File: config.mk
export PLATFORM = sky130hd
export DESIGN_NAME = spc_regs
export DESIGN_NICKNAME = d
export VERILOG_FILES = /design/src/spc_pkg.sv /design/src/spc_pol_sync.sv /design/src/spc_regs.sv
export SDC_FILE = /design/constraint.sdc
export NUM_CORES = 1
export LEC_CHECK = 0
export ABC_AREA = 1
export BUFFER_PORTS_ARGS = -buffer_cell sky130_fd_sc_hd__buf_4
export CAP_MARGIN = 20
export CORE_ASPECT_RATIO = 0.8
export CORE_MARGIN = 2
export CORE_UTILIZATION = 41
export CTS_BUF_LIST = sky130_fd_sc_hd__clkbuf_2 sky130_fd_sc_hd__clkbuf_4 sky130_fd_sc_hd__clkbuf_8
export DETAILED_ROUTE_END_ITERATION = 8
export SLEW_MARGIN = 40
export SYNTH_ARGS = -nofsm -noshare
export SYNTH_HDL_FRONTEND = slang
export SYNTH_SLANG_ARGS = --single-unit
File: constraint.sdc
create_clock -name aclk -period 1.6 [get_ports aclk]
set_input_delay 0.16 -clock aclk [delete_from_list [all_inputs] [get_ports aclk]]
set_output_delay 0.16 -clock aclk [all_outputs]
set_load 0.01 [all_outputs]
File: src/spc_pkg.sv
// Operation
// - The chip identification word is a fixed read-only constant; only its low byte may change between revisions.
// - Bits 31:28 (reset all ones) select which of ten GPIOs drives GPIO interrupt 1; values above 9 select none.
// - Bits 27:24 (reset all ones) select which of ten GPIOs drives GPIO interrupt 0; values above 9 select none.
// - Bits 23..20 set the active level of port A valid, direction, enable and sync; 1 is high, each resets to 1.
// - Bits 19..16 set the active level of port B valid, direction, enable and sync; 1 is high, each resets to 1.
// - Bit 15 (reset 0) set to 1 turns off the bus-holder isolation of the PHY-link interface.
// - Bits 14:13, 11:10 and 7:6 ignore writes and always read as zero.
// - Bit 12 (reset 0) drives the contender pin as an output when 1 and leaves it an input when 0.
// - Bit 9 (reset 1) floats the host interrupt driver except while the interrupt is asserted.
// - Bit 8 (reset 1) floats the host acknowledge driver whenever acknowledge is not asserted.
// - The host acknowledge active level is written at write-only bit 5 and read at read-only bit 4, both reset 0.
// - Bit 3 (reset 0) sets the active level of the host strobe pin, 1 for high.
// - Bit 2 (reset 1) set means a high direction pin is a read; cleared means a high pin is a write.
// - Bit 1 (reset 0) sets the active level of the host select pin, 1 for high.
// - Bit 0 (reset 0) sets the active level of the host size pin, 1 for high.
package spc_pkg;

    // ****************************************
    // Register map
    // ****************************************
    localparam int          ADDR_W           = 12;
    localparam logic [11:0] ADDR_CHIP_IDENT  = 12'h000;
    localparam logic [11:0] ADDR_PIN_SETUP   = 12'h004;

    // Arbitrary identification value, not tied to any real part
    localparam logic [31:0] CHIP_IDENT_VALUE = 32'h5AC3_1001;

    // ****************************************
    // Pin setup fields
    // ****************************************
    localparam logic [31:0] PIN_SETUP_RESET  = 32'hFFFF_0304;
    localparam logic [31:0] PIN_RW_MASK      = 32'hFFFF_930F;
    localparam logic [31:0] PIN_RSVD_MASK    = 32'h0000_6CC0;
    localparam int          IRQ1_SRC_LSB     = 28;
    localparam int          IRQ0_SRC_LSB     = 24;
    localparam int          PORT_A_POL_LSB   = 20;
    localparam int          PORT_B_POL_LSB   = 16;
    localparam int          ISOLATION_BIT    = 15;
    localparam int          CONTENDER_BIT    = 12;
    localparam int          IRQ_FLOAT_BIT    = 9;
    localparam int          ACK_FLOAT_BIT    = 8;
    localparam int          ACK_POL_WR_BIT   = 5;
    localparam int          ACK_POL_RD_BIT   = 4;
    localparam int          HOST_POL_LSB     = 0;
    localparam int          SRC_W            = 4;
    localparam int          GPIO_COUNT       = 10;
    localparam logic [3:0]  SRC_LAST         = 4'h9;

    // ****************************************
    // Bus responses
    // ****************************************
    localparam logic [1:0]  RESP_OKAY        = 2'h0;
    localparam logic [1:0]  RESP_SLVERR      = 2'h2;

endpackage

File: src/spc_pol_sync.sv
module spc_pol_sync #(
    parameter int W = 1
) (
    // Clock and reset
    input  wire logic         aclk,
    input  wire logic         aresetn,
    // Pin side
    input  wire logic [W-1:0] pin,
    input  wire logic [W-1:0] act_high,
    // Internal side, active high
    output logic      [W-1:0] level
);

    logic [W-1:0] meta_q;
    logic [W-1:0] sync_q;
    logic [W-1:0] level_q;

    // ****************************************
    // Two-stage synchroniser
    // ****************************************
    always_ff @(posedge aclk) begin
        if (!aresetn) begin
            meta_q <= '0;
            sync_q <= '0;
        end else begin
            meta_q <= pin;
            sync_q <= meta_q;
        end
    end

    // ****************************************
    // Polarity correction
    // ****************************************
    always_ff @(posedge aclk) begin
        if (!aresetn) begin
            level_q <= '0;
        end else begin
            level_q <= sync_q ~^ act_high;
        end
    end

    assign level = level_q;

endmodule

File: src/spc_regs.sv
module spc_regs
    import spc_pkg::*;
(
    // Clock and reset
    input  wire logic              aclk,
    input  wire logic              aresetn,
    // AXI4-Lite write address
    input  wire logic [ADDR_W-1:0] s_axi_awaddr,
    input  wire logic              s_axi_awvalid,
    output logic                   s_axi_awready,
    // AXI4-Lite write data
    input  wire logic [31:0]       s_axi_wdata,
    input  wire logic [3:0]        s_axi_wstrb,
    input  wire logic              s_axi_wvalid,
    output logic                   s_axi_wready,
    // AXI4-Lite write response
    output logic [1:0]             s_axi_bresp,
    output logic                   s_axi_bvalid,
    input  wire logic              s_axi_bready,
    // AXI4-Lite read address
    input  wire logic [ADDR_W-1:0] s_axi_araddr,
    input  wire logic              s_axi_arvalid,
    output logic                   s_axi_arready,
    // AXI4-Lite read data
    output logic [31:0]            s_axi_rdata,
    output logic [1:0]             s_axi_rresp,
    output logic                   s_axi_rvalid,
    input  wire logic              s_axi_rready,
    // GPIO pins and selected interrupt sources
    input  wire logic [9:0]        gpio_pin_i,
    output logic                   gpio_irq0_source,
    output logic                   gpio_irq1_source,
    // Stream port A pins and internal levels
    input  wire logic              port_a_valid_pin,
    input  wire logic              port_a_dir_pin,
    input  wire logic              port_a_enable_pin,
    input  wire logic              port_a_sync_pin,
    output logic                   port_a_valid,
    output logic                   port_a_dir,
    output logic                   port_a_enable,
    output logic                   port_a_sync,
    // Stream port B pins and internal levels
    input  wire logic              port_b_valid_pin,
    input  wire logic              port_b_dir_pin,
    input  wire logic              port_b_enable_pin,
    input  wire logic              port_b_sync_pin,
    output logic                   port_b_valid,
    output logic                   port_b_dir,
    output logic                   port_b_enable,
    output logic                   port_b_sync,
    // Host interface pins and internal levels
    input  wire logic              host_strobe_pin,
    input  wire logic              host_dir_pin,
    input  wire logic              host_select_pin,
    input  wire logic              host_size_pin,
    output logic                   host_strobe,
    output logic                   host_read,
    output logic                   host_select,
    output logic                   host_size32,
    // Host acknowledge pin
    input  wire logic              host_ack_req,
    output logic                   host_ack_pin_o,
    output logic                   host_ack_pin_oe,
    // Host interrupt pin, active low
    input  wire logic              host_irq_req,
    output logic                   host_irq_pin_o,
    output logic                   host_irq_pin_oe,
    // Contender pin
    input  wire logic              contender_drive,
    input  wire logic              contender_pin_i,
    output logic                   contender_pin_o,
    output logic                   contender_pin_oe,
    output logic                   contender_seen,
    // PHY-link isolation control
    output logic                   holder_isolation_off
);

    // ****************************************
    // Bus slave state
    // ****************************************
    logic              aw_held_q;
    logic [ADDR_W-1:0] aw_addr_q;
    logic              w_held_q;
    logic [31:0]       w_data_q;
    logic [3:0]        w_strb_q;
    logic              bvalid_q;
    logic [1:0]        bresp_q;
    logic              rvalid_q;
    logic [31:0]       rdata_q;
    logic [1:0]        rresp_q;
    logic [31:0]       pin_q;
    logic [31:0]       pin_d;
    logic              wr_go;
    logic              wr_pin;
    logic              wr_known;
    logic [ADDR_W-1:0] rd_word;
    logic [9:0]        gpio_lvl;
    logic [3:0]        irq0_sel;
    logic [3:0]        irq1_sel;
    logic              irq0_q;
    logic              irq1_q;
    logic              ack_o_q;
    logic              ack_oe_q;
    logic              irq_o_q;
    logic              irq_oe_q;
    logic              cont_o_q;
    logic              cont_oe_q;

    assign s_axi_awready = !aw_held_q && !bvalid_q;
    assign s_axi_wready  = !w_held_q && !bvalid_q;
    assign s_axi_arready = !rvalid_q;
    assign s_axi_bvalid  = bvalid_q;
    assign s_axi_bresp   = bresp_q;
    assign s_axi_rvalid  = rvalid_q;
    assign s_axi_rdata   = rdata_q;
    assign s_axi_rresp   = rresp_q;

    assign wr_go    = aw_held_q && w_held_q && !bvalid_q;
    assign wr_pin   = {aw_addr_q[ADDR_W-1:2], 2'h0} == ADDR_PIN_SETUP;
    assign wr_known = wr_pin
                   || ({aw_addr_q[ADDR_W-1:2], 2'h0} == ADDR_CHIP_IDENT);
    assign rd_word  = {s_axi_araddr[ADDR_W-1:2], 2'h0};

    // ****************************************
    // Write channel capture and response
    // ****************************************
    always_ff @(posedge aclk) begin
        if (!aresetn) begin
            aw_held_q <= 1'b0;
            aw_addr_q <= '0;
            w_held_q  <= 1'b0;
            w_data_q  <= '0;
            w_strb_q  <= '0;
            bvalid_q  <= 1'b0;
            bresp_q   <= RESP_OKAY;
        end else begin
            if (s_axi_awvalid && s_axi_awready) begin
                aw_held_q <= 1'b1;
                aw_addr_q <= s_axi_awaddr;
            end
            if (s_axi_wvalid && s_axi_wready) begin
                w_held_q <= 1'b1;
                w_data_q <= s_axi_wdata;
                w_strb_q <= s_axi_wstrb;
            end
            if (wr_go) begin
                aw_held_q <= 1'b0;
                w_held_q  <= 1'b0;
                bvalid_q  <= 1'b1;
                bresp_q   <= wr_known ? RESP_OKAY : RESP_SLVERR;
            end else if (s_axi_bready) begin
                bvalid_q <= 1'b0;
            end
        end
    end

    // ****************************************
    // Pin setup next value
    // ****************************************
    always_comb begin
        pin_d = pin_q;
        for (int b = 0; b < 4; b++) begin
            if (w_strb_q[b]) begin
                pin_d[8*b +: 8] = (w_data_q[8*b +: 8] & PIN_RW_MASK[8*b +: 8])
                        | (pin_q[8*b +: 8] & ~PIN_RW_MASK[8*b +: 8]);
            end
        end
        if (w_strb_q[0]) begin
            pin_d[ACK_POL_RD_BIT] = w_data_q[ACK_POL_WR_BIT];
        end
    end

    // ****************************************
    // Pin setup register
    // ****************************************
    always_ff @(posedge aclk) begin
        if (!aresetn) begin
            pin_q <= PIN_SETUP_RESET;
        end else if (wr_go && wr_pin) begin
            pin_q <= pin_d;
        end
    end

    // ****************************************
    // Read channel
    // ****************************************
    always_ff @(posedge aclk) begin
        if (!aresetn) begin
            rvalid_q <= 1'b0;
            rdata_q  <= '0;
            rresp_q  <= RESP_OKAY;
        end else if (s_axi_arvalid && s_axi_arready) begin
            rvalid_q <= 1'b1;
            rresp_q  <= RESP_OKAY;
            if (rd_word == ADDR_CHIP_IDENT) begin
                rdata_q <= CHIP_IDENT_VALUE;
            end else if (rd_word == ADDR_PIN_SETUP) begin
                rdata_q <= pin_q;
            end else begin
                rdata_q <= '0;
                rresp_q <= RESP_SLVERR;
            end
        end else if (s_axi_rready) begin
            rvalid_q <= 1'b0;
        end
    end

    // ****************************************
    // Input pins
    // ****************************************
    spc_pol_sync #(.W(GPIO_COUNT)) u_gpio (
        .aclk     (aclk),
        .aresetn  (aresetn),
        .pin      (gpio_pin_i),
        .act_high ({GPIO_COUNT{1'b1}}),
        .level    (gpio_lvl)
    );

    spc_pol_sync #(.W(4)) u_port_a (
        .aclk     (aclk),
        .aresetn  (aresetn),
        .pin      ({port_a_valid_pin, port_a_dir_pin,
                    port_a_enable_pin, port_a_sync_pin}),
        .act_high (pin_q[PORT_A_POL_LSB +: 4]),
        .level    ({port_a_valid, port_a_dir, port_a_enable, port_a_sync})
    );

    spc_pol_sync #(.W(4)) u_port_b (
        .aclk     (aclk),
        .aresetn  (aresetn),
        .pin      ({port_b_valid_pin, port_b_dir_pin,
                    port_b_enable_pin, port_b_sync_pin}),
        .act_high (pin_q[PORT_B_POL_LSB +: 4]),
        .level    ({port_b_valid, port_b_dir, port_b_enable, port_b_sync})
    );

    spc_pol_sync #(.W(4)) u_host (
        .aclk     (aclk),
        .aresetn  (aresetn),
        .pin      ({host_strobe_pin, host_dir_pin,
                    host_select_pin, host_size_pin}),
        .act_high (pin_q[HOST_POL_LSB +: 4]),
        .level    ({host_strobe, host_read, host_select, host_size32})
    );

    spc_pol_sync #(.W(1)) u_contender (
        .aclk     (aclk),
        .aresetn  (aresetn),
        .pin      (contender_pin_i),
        .act_high (1'b1),
        .level    (contender_seen)
    );

    // ****************************************
    // GPIO interrupt source select
    // ****************************************
    assign irq1_sel = pin_q[IRQ1_SRC_LSB +: SRC_W];
    assign irq0_sel = pin_q[IRQ0_SRC_LSB +: SRC_W];

    always_ff @(posedge aclk) begin
        if (!aresetn) begin
            irq1_q <= 1'b0;
            irq0_q <= 1'b0;
        end else begin
            irq1_q <= (irq1_sel <= SRC_LAST) ? gpio_lvl[irq1_sel] : 1'b0;
            irq0_q <= (irq0_sel <= SRC_LAST) ? gpio_lvl[irq0_sel] : 1'b0;
        end
    end

    assign gpio_irq1_source = irq1_q;
    assign gpio_irq0_source = irq0_q;

    // ****************************************
    // Output pin drivers
    // ****************************************
    always_ff @(posedge aclk) begin
        if (!aresetn) begin
            ack_o_q   <= 1'b1;
            ack_oe_q  <= 1'b0;
            irq_o_q   <= 1'b1;
            irq_oe_q  <= 1'b0;
            cont_o_q  <= 1'b0;
            cont_oe_q <= 1'b0;
        end else begin
            ack_o_q   <= host_ack_req ~^ pin_q[ACK_POL_RD_BIT];
            ack_oe_q  <= !pin_q[ACK_FLOAT_BIT] || host_ack_req;
            irq_o_q   <= !host_irq_req;
            irq_oe_q  <= !pin_q[IRQ_FLOAT_BIT] || host_irq_req;
            cont_o_q  <= contender_drive;
            cont_oe_q <= pin_q[CONTENDER_BIT];
        end
    end

    assign host_ack_pin_o       = ack_o_q;
    assign host_ack_pin_oe      = ack_oe_q;
    assign host_irq_pin_o       = irq_o_q;
    assign host_irq_pin_oe      = irq_oe_q;
    assign contender_pin_o      = cont_o_q;
    assign contender_pin_oe     = cont_oe_q;
    assign holder_isolation_off = pin_q[ISOLATION_BIT];
endmodule

==> flow_summary.toml <==
[outcome]
status = "finished clean"

[cells_and_area]
n_antenna_cell = 0
fin_area_um2 = 8450
area_growth_pct = 37.7
drive_above_1_share_pct = 20.8
fill_cells = 1321
fin_nets = 1057

[cts]
clk_pin_slew_ns = 0.08
cts_root_buf = "clkbuf_8"
htreeDepth = 4
cts_buffers = 17
cts_num_sinks = 173
cts_tree = "done"
clk_latency_ns = 0.46
cts_buffer_depth = 2

[logic_synthesis]
async_flop_share_pct = 0
synth_edf_count = 0
synthTopCellsByArea = "dfxtp_1, nor2_1, nand2_1"
ys_warn_count = 0
syn_inst = 766
yosysSeqAreaShare_pct = 56.4
synth_area_per_cell_um2 = 8.01
netlist_area_um2 = 6140
ys_ff_latch = 173
yosysMostFrequentCell = "dfxtp_1"
synth_common_cells = "dfxtp_1, nor2_1, nand2_1"
synthFlopType = "dfxtp_1"
yosys.area.top_type = "dfxtp_1"
synth_top_area_share_pct = 56.4
synth_cell_types = 24

[job]
cap_violations = 0

[route]
viasPerCell = 4.69
drt_first_iter_violations = 320
post_drt_wl_per_cell_um = 13.1
ant_nets = 0
drc = 0
finalWirelength_mm = 15.2
vias = 5448
dr.pass1.iters = 5

[power]
combinationalPowerShare_pct = 10.8
peakVddDrop_uv = 595
power.switching_mw = 2.07
p_seq_share_pct = 53.3
leakage_nw = 4.22
p_int_mw = 6.61
clock_power_share_pct = 35.9
p_per_area_nw_per_um2 = 1030
swShare_pct = 23.8

[worst_hold_path]
holdPathStages = 3
min_from = "aresetn"
min_to = "aw_addr_q[6]"
hp-class = "input port to register"

[setup_path]
reg2reg_from = "w_held_q"
crit_type = "register to register"
crit_arrival_ns = 1.83
cp-start-kind = "register"
ff2ff_setup_slack_ns = 0.17
cp_data_required_time_ns = 1.99
crit_fanout = 17
reg2regPathDepth = 7
reg2reg_to = "pin_q[26]"
end_kind = "register"

[floorplan]
rows = 39
core-area_um2 = 14400
initial_utilization_pct = 42.5
pin_count = 156
die_y_um = 113
fp.dieW_um = 141
dieArea_um2 = 16000

[global_route]
antenna_found_initial = 0
grt-ovfl-total = 0
grt_max_degree = 50
grt_usage_pct = 19.5
grt_first_pass_wirelength_mm = 24.5
grt_pass1_vias = 5223

[placement]
io_buffers = 142
dpl-instance-area_um2 = 7350
gp_congestion = 0.938
hpwlAfterDp_mm = 10.5

[sta]
hold_viol_final = 0
fin_crit_ns = 1.43
setup_viol = 0
period_share_pct = 89.5
final.setup_skew_ns = 0.0114
tns_ns = 0
fmax_mhz = 699
report.final.slew_viol_count = 0
grt_setup_unrepaired = "false"
-- registers in the layout, indices dropped and copies added (netlist names), 4 cells and up --
signal           count
aw_addr_q           10
pin_q               25
s_axi_rdata         26
u_gpio.level        10
u_gpio.meta_q       10
u_gpio.sync_q       10
u_host.level         4
u_host.meta_q        4
u_host.sync_q        4
u_port_a.level       4
u_port_a.meta_q      4
u_port_a.sync_q      4
u_port_b.level       4
u_port_b.meta_q      4
u_port_b.sync_q      4
w_data_q            25
w_strb_q             4
-- power groups by stage --
stage               registers (mW)  clock network, mW  logic [mW]
floorplan                     4.71                  0       0.433
global placement              4.72                  0       0.784
detailed placement            4.73                  0       0.801
CTS                           4.62               3.20       0.933
global route                  4.65               3.41        1.04
finish                        4.62               3.12       0.934
-- cells by family (layout without fill, tap and decap cells) --
logic type	count (synthesis)	count (layout)	share of synthesized area (%)
AOI/OAI and AO/OA	83	83	6.93
xor gates and xnor gates	12	12	1.71
buffers and inverters	137	347	9.62
DFF	173	173	56.4
other	1	2	0.0611
and+or+nand+nor	360	360	25.2
-- routing by layer --
layer | global-route usage (%) | vias to the layer above | wire length (um)
li1 | - | 2798 | -
met1 | 23.7 | 2461 | 6580
met2 | 33.7 | 164 | 7410
met3 | 5.25 | 25 | 960
met4 | 7.13 | 0 | 254
met5 | 0 | - | 0
-- worst max path at each step --
| stage | depth (start not counted) | to | startpoint | slack, ns |
|---|---|---|---|---|
| after floorplan | 6 | w_data_q[21] | s_axi_bvalid | 0.35 |
| after global placement | 7 | pin_q[18] | w_held_q | 0.20 |
| after detailed placement | 6 | pin_q[27] | aw_addr_q[4] | 0.16 |
| after CTS | 7 | pin_q[26] | w_held_q | 0.13 |
| after global routing | 7 | pin_q[23] | w_held_q | 0.01 |
| final | 7 | pin_q[26] | w_held_q | 0.17 |
-- area by class of cell --
type | count | area (um2) | share of cell area [%]
clock buffer | 21 | 270 | 3.20
clock inverter | 11 | 143 | 1.69
inverter | 88 | 330 | 3.91
multi-input combinational | 457 | 2090 | 24.7
sequential | 173 | 3460 | 41.0
tap | 184 | 230 | 2.73
timing repair buffer | 227 | 1930 | 22.8
-- per-stage QoR --
stage	hold WS [ns]	std cells	worst slack, ns	power [mW]	utilization, %
after floorplan	0.236	767	0.349	5.14	-
final	0.111	1161	0.169	8.68	58.5
after global routing	0.105	1161	0.0113	9.10	58.5
after global placement	0.340	1061	0.203	5.50	50.9
after CTS	0.0851	1160	0.126	8.76	58.4
after detailed placement	0.344	1061	0.159	5.53	50.9
-- worst max-delay path: stages (launching register included) --
cell and delay [ns]:
dfxtp_1 0.39, nand2_2 0.08, nor2_4 0.19, nand3_2 0.12
nor2_4 0.18, buf_6 0.20, nand4_1 0.11, nand3_1 0.09
-- cell usage in the layout (no fill, tap or decap), types with 12 or more instances in the layout --
| cell | count |
|---|---|
| nand3_1 | 43 |
| a21oi_1 | 25 |
| dfxtp_1 | 173 |
| o21ai_0 | 52 |
| nand2_1 | 129 |
| clkbuf_8 | 18 |
| xor2_1 | 12 |
| nor2_1 | 138 |
| inv_1 | 87 |
| dlygate4sd3_1 | 67 |
| buf_4 | 155 |
| nand4_1 | 39 |
-- what timing repair did --
item                                    in CTS  in global routing
buffers inserted                             0                  1
gates resized for setup                      0                  1
endpoints found under the setup margin       0                  9
hold buffers                                67                  0
endpoints found under the hold margin       69                  0
No activity file was read; power rests on OpenSTA's default activity.
